File: src/gpr_pkg.sv
// Shared constants, register map and state codes of the port register set
package gpr_pkg;

  // Register byte offsets
  localparam logic [4:0] OFS_CONFIG_LOW = 5'h00;
  localparam logic [4:0] OFS_CONFIG_HIGH = 5'h04;
  localparam logic [4:0] OFS_INPUT_SAMPLE = 5'h08;
  localparam logic [4:0] OFS_OUTPUT_LATCH = 5'h0C;
  localparam logic [4:0] OFS_ATOMIC_SET_CLEAR = 5'h10;
  localparam logic [4:0] OFS_ATOMIC_CLEAR = 5'h14;
  localparam logic [4:0] OFS_CONFIG_FREEZE = 5'h18;

  // Reset values
  localparam logic [31:0] RST_CONFIG_LOW = 32'h4444_4444;
  localparam logic [31:0] RST_CONFIG_HIGH = 32'h4444_4444;
  localparam logic [15:0] RST_OUTPUT_LATCH = 16'h0000;
  localparam logic [15:0] RST_FREEZE_BITS = 16'h0000;

  // Field positions
  localparam int NIBBLE_W = 4;
  localparam int DIR_SPEED_LSB = 0;
  localparam int STYLE_LSB = 2;
  localparam int FREEZE_KEY_BIT = 16;
  localparam int CLEAR_REQ_LSB = 16;

  // Direction and speed field codes
  localparam logic [1:0] DIR_INPUT = 2'h0;
  localparam logic [1:0] DIR_OUT_10MHZ = 2'h1;
  localparam logic [1:0] DIR_OUT_2MHZ = 2'h2;
  localparam logic [1:0] DIR_OUT_50MHZ = 2'h3;

  // Style field codes, input mode
  localparam logic [1:0] STYLE_IN_ANALOG = 2'h0;
  localparam logic [1:0] STYLE_IN_FLOATING = 2'h1;
  localparam logic [1:0] STYLE_IN_PULL = 2'h2;
  localparam logic [1:0] STYLE_IN_RESERVED = 2'h3;

  // Style field codes, output mode
  localparam logic [1:0] STYLE_OUT_GP_PUSH_PULL = 2'h0;
  localparam logic [1:0] STYLE_OUT_GP_OPEN_DRAIN = 2'h1;
  localparam logic [1:0] STYLE_OUT_AF_PUSH_PULL = 2'h2;
  localparam logic [1:0] STYLE_OUT_AF_OPEN_DRAIN = 2'h3;

  // Freeze key sequence states
  typedef enum logic [3:0] {
    KEY_IDLE = 4'b0001,
    KEY_GOT_ONE = 4'b0010,
    KEY_GOT_ZERO = 4'b0100,
    KEY_GOT_ONE_AGAIN = 4'b1000
  } gpr_key_state_t;

endpackage : gpr_pkg

File: src/gpr_sync_if.sv
// Carrier between the register set and its input synchroniser
`timescale 1ns/1ps
interface gpr_sync_if #(
  parameter int WIDTH = 16
);
  logic [WIDTH-1:0] padLevel;
  logic [WIDTH-1:0] sampled;

  modport syncer (input padLevel, output sampled);
  modport user (output padLevel, input sampled);
endinterface : gpr_sync_if

File: src/gpr_input_sync.sv
// Multi-stage synchroniser for the pad input levels
`timescale 1ns/1ps
module gpr_input_sync #(
  parameter int WIDTH = 16,
  parameter int STAGES = 2
) (
  // Clock and reset
  input wire logic clk,
  input wire logic reset_n,
  // Pad levels in, synchronised levels out
  gpr_sync_if.syncer sync
);

  logic [WIDTH-1:0] stage_reg [STAGES];
  logic [WIDTH-1:0] stage_next [STAGES];

  if (STAGES < 2) begin : g_stageCheck
    $error("gpr_input_sync needs at least two stages");
  end

  always_comb begin
    stage_next[0] = sync.padLevel;
    for (int i = 1; i < STAGES; i++) begin
      stage_next[i] = stage_reg[i-1];
    end
  end

  always_ff @(posedge clk or negedge reset_n) begin
    if (!reset_n) begin
      for (int i = 0; i < STAGES; i++) begin
        stage_reg[i] <= '0;
      end
    end else begin
      for (int i = 0; i < STAGES; i++) begin
        stage_reg[i] <= stage_next[i];
      end
    end
  end

  assign sync.sampled = stage_reg[STAGES-1];

endmodule : gpr_input_sync

File: src/gpr_top.sv
// Sixteen-pin port register set with APB slave, atomic set/clear and configuration freeze
`timescale 1ns/1ps
module gpr_top #(
  parameter int PIN_COUNT = 16,
  parameter int SYNC_STAGES = 2
) (
  // Clock and reset
  input wire logic clk,
  input wire logic reset_n,
  // APB slave
  input wire logic psel,
  input wire logic penable,
  input wire logic pwrite,
  input wire logic [11:0] paddr,
  input wire logic [31:0] pwdata,
  output logic [31:0] prdata,
  output logic pready,
  output logic pslverr,
  // Pads
  input wire logic [15:0] padIn,
  output logic [15:0] padOut,
  output logic [15:0] padOutEn,
  // Configuration seen by the pad cells
  output logic [15:0] pinOutputBit,
  output logic [63:0] pinConfig,
  output logic freezeActive
);

  if (PIN_COUNT != 16) begin : g_pinCountCheck
    $error("gpr_top register layout serves exactly sixteen pins");
  end
  if (SYNC_STAGES < 2) begin : g_stageCheck
    $error("gpr_top needs at least two synchroniser stages");
  end

  // Input synchroniser
  gpr_sync_if #(.WIDTH(16)) syncBus ();

  assign syncBus.padLevel = padIn;

  gpr_input_sync #(
    .WIDTH(16),
    .STAGES(SYNC_STAGES)
  ) u_sync (
    .clk(clk),
    .reset_n(reset_n),
    .sync(syncBus.syncer)
  );

  // Bus phase decode
  logic setupPhase;
  logic accessWrite;
  logic accessRead;
  logic [4:0] wordAddr;
  logic addrMapped;
  logic highAddrZero;

  assign setupPhase = psel && !penable;
  assign accessWrite = psel && penable && pready && pwrite;
  assign accessRead = psel && penable && pready && !pwrite;
  assign highAddrZero = (paddr[11:5] == 7'h00) && (paddr[1:0] == 2'h0);
  assign wordAddr = paddr[4:0];

  always_comb begin
    addrMapped = 1'b0;
    if (highAddrZero) begin
      case (wordAddr)
        gpr_pkg::OFS_CONFIG_LOW,
        gpr_pkg::OFS_CONFIG_HIGH,
        gpr_pkg::OFS_INPUT_SAMPLE,
        gpr_pkg::OFS_OUTPUT_LATCH,
        gpr_pkg::OFS_ATOMIC_SET_CLEAR,
        gpr_pkg::OFS_ATOMIC_CLEAR,
        gpr_pkg::OFS_CONFIG_FREEZE: begin
          addrMapped = 1'b1;
        end
        default: begin
          addrMapped = 1'b0;
        end
      endcase
    end
  end

  // Register state
  logic [31:0] configLow_reg;
  logic [31:0] configLow_next;
  logic [31:0] configHigh_reg;
  logic [31:0] configHigh_next;
  logic [15:0] outputLatch_reg;
  logic [15:0] outputLatch_next;
  logic [15:0] freezeBits_reg;
  logic [15:0] freezeBits_next;
  logic freezeKey_reg;
  logic freezeKey_next;
  gpr_pkg::gpr_key_state_t keyState_reg;
  gpr_pkg::gpr_key_state_t keyState_next;

  // Nibble write masks, cleared where the pin is frozen
  logic [31:0] lowMask;
  logic [31:0] highMask;

  always_comb begin
    lowMask = '0;
    highMask = '0;
    for (int i = 0; i < 8; i++) begin
      lowMask[i*gpr_pkg::NIBBLE_W +: gpr_pkg::NIBBLE_W] = {4{~(freezeKey_reg & freezeBits_reg[i])}};
      highMask[i*gpr_pkg::NIBBLE_W +: gpr_pkg::NIBBLE_W] = {4{~(freezeKey_reg & freezeBits_reg[i+8])}};
    end
  end

  // Configuration registers
  always_comb begin
    configLow_next = configLow_reg;
    configHigh_next = configHigh_reg;
    if (accessWrite && addrMapped && wordAddr == gpr_pkg::OFS_CONFIG_LOW) begin
      configLow_next = (configLow_reg & ~lowMask) | (pwdata & lowMask);
    end
    if (accessWrite && addrMapped && wordAddr == gpr_pkg::OFS_CONFIG_HIGH) begin
      configHigh_next = (configHigh_reg & ~highMask) | (pwdata & highMask);
    end
  end

  // Output latch with atomic set and clear
  logic [15:0] setReq;
  logic [15:0] clearReq;

  assign setReq = pwdata[15:0];
  assign clearReq = pwdata[gpr_pkg::CLEAR_REQ_LSB +: 16];

  always_comb begin
    outputLatch_next = outputLatch_reg;
    if (accessWrite && addrMapped) begin
      case (wordAddr)
        gpr_pkg::OFS_OUTPUT_LATCH: begin
          outputLatch_next = pwdata[15:0];
        end
        gpr_pkg::OFS_ATOMIC_SET_CLEAR: begin
          outputLatch_next = (outputLatch_reg & ~clearReq) | setReq;
        end
        gpr_pkg::OFS_ATOMIC_CLEAR: begin
          outputLatch_next = outputLatch_reg & ~pwdata[15:0];
        end
        default: begin
          outputLatch_next = outputLatch_reg;
        end
      endcase
    end
  end

  // Freeze register and key sequence
  logic freezeWrite;
  logic freezeRead;
  logic keyBitIn;
  logic bitsSame;

  assign freezeWrite = accessWrite && addrMapped && wordAddr == gpr_pkg::OFS_CONFIG_FREEZE;
  assign freezeRead = accessRead && addrMapped && wordAddr == gpr_pkg::OFS_CONFIG_FREEZE;
  assign keyBitIn = pwdata[gpr_pkg::FREEZE_KEY_BIT];
  assign bitsSame = pwdata[15:0] == freezeBits_reg;

  always_comb begin
    freezeBits_next = freezeBits_reg;
    freezeKey_next = freezeKey_reg;
    keyState_next = keyState_reg;
    if (!freezeKey_reg) begin
      if (freezeWrite) begin
        freezeBits_next = pwdata[15:0];
        case (keyState_reg)
          gpr_pkg::KEY_IDLE: begin
            keyState_next = keyBitIn ? gpr_pkg::KEY_GOT_ONE : gpr_pkg::KEY_IDLE;
          end
          gpr_pkg::KEY_GOT_ONE: begin
            if (!keyBitIn && bitsSame) begin
              keyState_next = gpr_pkg::KEY_GOT_ZERO;
            end else begin
              keyState_next = keyBitIn ? gpr_pkg::KEY_GOT_ONE : gpr_pkg::KEY_IDLE;
            end
          end
          gpr_pkg::KEY_GOT_ZERO: begin
            if (keyBitIn && bitsSame) begin
              keyState_next = gpr_pkg::KEY_GOT_ONE_AGAIN;
            end else begin
              keyState_next = keyBitIn ? gpr_pkg::KEY_GOT_ONE : gpr_pkg::KEY_IDLE;
            end
          end
          gpr_pkg::KEY_GOT_ONE_AGAIN: begin
            keyState_next = keyBitIn ? gpr_pkg::KEY_GOT_ONE : gpr_pkg::KEY_IDLE;
          end
          default: begin
            keyState_next = gpr_pkg::KEY_IDLE;
          end
        endcase
      end else if (freezeRead) begin
        if (keyState_reg == gpr_pkg::KEY_GOT_ONE_AGAIN) begin
          freezeKey_next = 1'b1;
        end
        keyState_next = gpr_pkg::KEY_IDLE;
      end
    end
  end

  // Read data, ready and error, prepared in the setup cycle
  logic [31:0] prdata_next;
  logic pready_next;
  logic pslverr_next;

  always_comb begin
    prdata_next = '0;
    pready_next = setupPhase;
    pslverr_next = setupPhase && !addrMapped;
    if (setupPhase && !pwrite && addrMapped) begin
      case (wordAddr)
        gpr_pkg::OFS_CONFIG_LOW: begin
          prdata_next = configLow_reg;
        end
        gpr_pkg::OFS_CONFIG_HIGH: begin
          prdata_next = configHigh_reg;
        end
        gpr_pkg::OFS_INPUT_SAMPLE: begin
          prdata_next = {16'h0000, syncBus.sampled};
        end
        gpr_pkg::OFS_OUTPUT_LATCH: begin
          prdata_next = {16'h0000, outputLatch_reg};
        end
        gpr_pkg::OFS_CONFIG_FREEZE: begin
          prdata_next = {15'h0000, freezeKey_reg, freezeBits_reg};
        end
        default: begin
          prdata_next = '0;
        end
      endcase
    end
  end

  // Pad drive, derived from the next configuration and latch
  logic [15:0] padOut_next;
  logic [15:0] padOutEn_next;
  logic [63:0] configAll_next;

  assign configAll_next = {configHigh_next, configLow_next};

  always_comb begin
    padOut_next = outputLatch_next;
    padOutEn_next = '0;
    for (int i = 0; i < 16; i++) begin
      if (configAll_next[i*4+gpr_pkg::DIR_SPEED_LSB +: 2] != gpr_pkg::DIR_INPUT) begin
        case (configAll_next[i*4+gpr_pkg::STYLE_LSB +: 2])
          gpr_pkg::STYLE_OUT_GP_PUSH_PULL: begin
            padOutEn_next[i] = 1'b1;
          end
          gpr_pkg::STYLE_OUT_GP_OPEN_DRAIN: begin
            padOutEn_next[i] = !outputLatch_next[i];
          end
          default: begin
            padOutEn_next[i] = 1'b0;
          end
        endcase
      end
    end
  end

  // Configuration state
  always_ff @(posedge clk or negedge reset_n) begin
    if (!reset_n) begin
      configLow_reg <= gpr_pkg::RST_CONFIG_LOW;
      configHigh_reg <= gpr_pkg::RST_CONFIG_HIGH;
    end else begin
      configLow_reg <= configLow_next;
      configHigh_reg <= configHigh_next;
    end
  end

  // Output latch state
  always_ff @(posedge clk or negedge reset_n) begin
    if (!reset_n) begin
      outputLatch_reg <= gpr_pkg::RST_OUTPUT_LATCH;
    end else begin
      outputLatch_reg <= outputLatch_next;
    end
  end

  // Freeze state
  always_ff @(posedge clk or negedge reset_n) begin
    if (!reset_n) begin
      freezeBits_reg <= gpr_pkg::RST_FREEZE_BITS;
      freezeKey_reg <= 1'b0;
      keyState_reg <= gpr_pkg::KEY_IDLE;
    end else begin
      freezeBits_reg <= freezeBits_next;
      freezeKey_reg <= freezeKey_next;
      keyState_reg <= keyState_next;
    end
  end

  // Bus response state
  always_ff @(posedge clk or negedge reset_n) begin
    if (!reset_n) begin
      prdata <= '0;
      pready <= 1'b0;
      pslverr <= 1'b0;
    end else begin
      prdata <= prdata_next;
      pready <= pready_next;
      pslverr <= pslverr_next;
    end
  end

  // Pad drive state
  always_ff @(posedge clk or negedge reset_n) begin
    if (!reset_n) begin
      padOut <= '0;
      padOutEn <= '0;
    end else begin
      padOut <= padOut_next;
      padOutEn <= padOutEn_next;
    end
  end

  assign pinOutputBit = outputLatch_reg;
  assign pinConfig = {configHigh_reg, configLow_reg};
  assign freezeActive = freezeKey_reg;

endmodule : gpr_top

File: config.mk
export PLATFORM = sky130hd
export DESIGN_NAME = gpr_top
export DESIGN_NICKNAME = d
export VERILOG_FILES = /design/src/gpr_pkg.sv /design/src/gpr_sync_if.sv /design/src/gpr_input_sync.sv /design/src/gpr_top.sv
export SDC_FILE = /design/constraint.sdc
export NUM_CORES = 1
export LEC_CHECK = 0
export BUFFER_PORTS_ARGS = -buffer_cell sky130_fd_sc_hd__buf_4
export CORE_MARGIN = 3
export CORE_UTILIZATION = 35
export CTS_BUF_LIST = sky130_fd_sc_hd__clkbuf_4 sky130_fd_sc_hd__clkbuf_8 sky130_fd_sc_hd__clkbuf_16
export CTS_CLUSTER_DIAMETER = 80
export CTS_CLUSTER_SIZE = 25
export DETAILED_ROUTE_END_ITERATION = 8
export PLACE_DENSITY = 0.59
export SYNTH_ARGS = -nofsm -noshare
export SYNTH_HDL_FRONTEND = slang
export SYNTH_SLANG_ARGS = --single-unit
File: constraint.sdc
create_clock -name clk -period 3.5 [get_ports clk]
set_input_delay 0 -clock clk [delete_from_list [all_inputs] [get_ports clk]]
set_output_delay 0 -clock clk [all_outputs]
set_load 0.005 [all_outputs]
==> qor.yml <==
synthesis:
  syn_area_um2: 8040
  async_reset_ff_share_pct: 100
  syn_nets: 705
  synth_edf_count: 0
  synth_ff_type: "dfrtp_1"
  yosys_register_bits: 183
  yosysTopAreaCellShare_pct: 51.7
  synthesis.instances: 640
  yosysTopAreaCell: "dfrtp_1"
  avgSynthCellArea_um2: 12.6
  ys.warnings.count: 0
  ys_types: 47
  synth_area_leaders: "dfrtp_1 52%, mux2_2 13%, dfstp_2 5.6%"
  synth-seq-area-share_pct: 57.2
cts:
  cts_max_path_buffers: 2
  cts_post_setup_buffers_inserted: 0
  root_buffer: "clkbuf_16"
  cts_tree: "built"
  numCtsBuffers: 17
  htree_levels: 4
  clkTransAtPathRegs_ns: 0.07
  cts.sinks: 183
  clock_latency_ns: 0.43
timing:
  rsz0062_at_grt: "no"
  fin_hold_ws_ns: 0.182
  drv_slew: 0
  setup_viol: 0
  fin_crit_ns: 2.65
  finalCritPeriodShare_pct: 75.8
  worstMarginPinSlew_ns: 0.937
  fmax_mhz: 377
  hold_viol_final: 0
  maxSlewHeadroom_pct: 37.6
  finClkSkew_ns: 0.00934
  setup-tns-final_ns: 0
floorplanning:
  die_area_um2: 24800
  core-area_um2: 22200
  initial_utilization_pct: 36.3
  ios: 212
  die_y_um: 158
  rows: 54
  dieWidth_um: 158
global_routing:
  grt_pass1_vias: 6701
  antenna_found_initial: 0
  grt_max_degree: 108
  grt_overflow_total: 0
  grt_pass1_wl_um: 39700
  gr-usage-all-layers_pct: 20.9
setup_path:
  cp_num_buf_inv: 1
  path_cells: "xnor2_1 > nand4_1 > nor4_1 > nand2_1 > o41ai_2 > dlygate4sd3_1"
  critPathMaxFanout: 4
  crit_type: "register to register"
  worstSetupStartpointType: "register"
  cp.arrival_ns: 3.02
  cp_slowest_cell: "nor4_1"
  critPathMaxStageDelay_ns: 0.67
  worstPathRequired_ns: 3.87
  crit_family: "simple AND/OR/NAND/NOR gates"
  crit_path_end_kind: "register"
placement:
  place_hpwl_um: 18200
  gp_congestion: 0.797
  placed_cells: 1092
  io_buffers: 211
cells_and_area:
  final_net_count: 950
  drive_above_1_share_pct: 42.4
  nFillCells: 2002
  syn2layout_area_growth_pct: 36.5
  antenna_cells: 0
  final_cells: 1178
  fin_util_pct: 49.5
pwr:
  sw_frac_of_total_pct: 22.0
  p_leak_nw: 5.17
  clkPwrFrac_pct: 46.1
  power.density_nw_per_um2: 408
  ir_worst_vdd_v: 0.000308
  seqPwrFrac_pct: 47.8
  switchingPower_mw: 0.986
  pwr-share-comb_pct: 6.0
  p_int_mw: 3.49
route:
  drt-vias-per-instance: 5.45
  route.detailed.drc: 0
  wl_per_cell_um: 22.1
  drtAntennaViolNets: 0
  drt_iter0_markers: 591
  first_pass_iters: 6
  finalWirelength_um: 26000
  route.vias.total: 6423
hold_path:
  hp-class: "input port to register"
job:
  drv_cap: 0
outcome:
  outcome: "finished clean"
## layer usage
metal | vias up | global-route usage [%] | share of wire (%)
met2 | 290 | 32.7 | 47
met3 | 31 | 5.17 | 7.4
li1 | 2858 | - | -
met5 | - | 0 | 0
met1 | 3244 | 29.2 | 44
met4 | 0 | 5.50 | 1.5
## area by class of cell
cell class | count | area (um^2) | area share, %
tap | 280 | 350 | 3.19
sequential | 183 | 4600 | 41.9
inverter | 19 | 71.3 | 0.650
multi-input combinational | 389 | 3110 | 28.4
clock inverter | 11 | 171 | 1.56
clock buffer | 21 | 462 | 4.21
timing repair buffer | 275 | 2210 | 20.1
## what timing repair did
| action | 4_1_cts | 5_1_grt |
|---|---|---|
| resized for setup | 0 | 0 |
| hold buffers | 54 | 0 |
| setup endpoints to repair | 0 | 0 |
| hold endpoints to repair | 223 | 0 |
## worst paths after layout
check	from	endpoint	slack, ns	cells past startpoint
hold / removal	paddr[4]	freezeActive$_DFF_PN0_	0.18	4
setup reg to reg	freezeBits_reg[11]$_DFFE_PN0P_	keyState_reg[2]$_DFFE_PN0P_	0.85	6
setup / recovery	freezeBits_reg[11]$_DFFE_PN0P_	keyState_reg[2]$_DFFE_PN0P_	0.85	6
min in group asynchronous	reset_n	keyState_reg[2]$_DFFE_PN0P_	0.21	2
max in group asynchronous	reset_n	configLow_reg[22]$_DFF_PN1_	2.26	3
hold reg to reg	u_sync.stage_next[12]$_DFF_PN0_	u_sync.sync.sampled[12]$_DFF_PN0_	0.35	0
## cells in the final DEF, fill, tap and decap left out, types with 3 or more instances in the layout
cell	Yosys	routed
o21ai_2	10	10
o41ai_1	16	16
mux2_1	6	6
xnor2_1	16	16
dfstp_2	17	17
clkbuf_4	0	3
nand2_1	6	6
clkbuf_16	0	17
buf_4	17	220
a211oi_1	32	32
nor2_1	37	37
a21o_1	18	18
a222oi_1	17	17
nand3_1	5	5
mux2_2	90	90
o21bai_1	5	5
o21ai_1	7	7
a22oi_1	32	32
nand4_1	5	5
inv_1	19	19
a21oi_1	32	32
bufinv_16	0	4
dfrtp_1	166	166
o21ai_0	9	9
dlygate4sd3_1	0	54
nor2b_1	17	17
nor4_2	3	3
## synth_stat cells (17+ instances only)
cell type and instances:
a21oi_1 32, clkbuf_1 22, a211oi_1 32, dfrtp_1 166, nor2b_1 17, dfstp_2 17
a21o_1 18, inv_1 19, mux2_2 90, nor2_1 37, a222oi_1 17, buf_4 17
a22oi_1 32
## worst reg2reg max path, stage by stage (launching register included)
cell and delay [ns]:
dfrtp_1 0.47, xnor2_1 0.20, nand4_1 0.15, nor4_1 0.67, nand2_1 0.21, o41ai_2 0.31, dlygate4sd3_1 0.58
## per-stage QoR
| stage | instance area, um^2 | total power, mW | setup slack, ns |
|---|---|---|---|
| after floorplan | 8040 | 2.25 | 1.55 |
| after global placement | 9800 | 2.41 | 0.947 |
| after detailed placement | 9800 | 2.41 | 0.869 |
| after CTS | 11000 | 4.52 | 0.884 |
| after global routing | 11000 | 4.63 | 0.715 |
| final | 11000 | 4.48 | 0.845 |
## cell families (layout without fill, tap and decap cells)
family / Yosys count / in the layout / synth area share [%]
AO/OA/AOI/OAI: 183 / 183 / 16.7
flip-flops: 183 / 183 / 57.2
multiplexers: 96 / 96 / 13.4
AND/OR/NAND/NOR: 93 / 93 / 6.44
buffers and inverters: 68 / 326 / 4.34
XOR/XNOR: 17 / 17 / 1.85
## power by group through the flow
stage / combinational (mW) / sequential (mW) / clock [mW]
CTS: 0.272 / 2.14 / 2.10
global route: 0.298 / 2.14 / 2.19
detailed placement: 0.224 / 2.18 / 0
global placement: 0.224 / 2.18 / 0
finish: 0.270 / 2.14 / 2.07
floorplan: 0.0667 / 2.18 / 0
(Power assumes the default switching activity.)
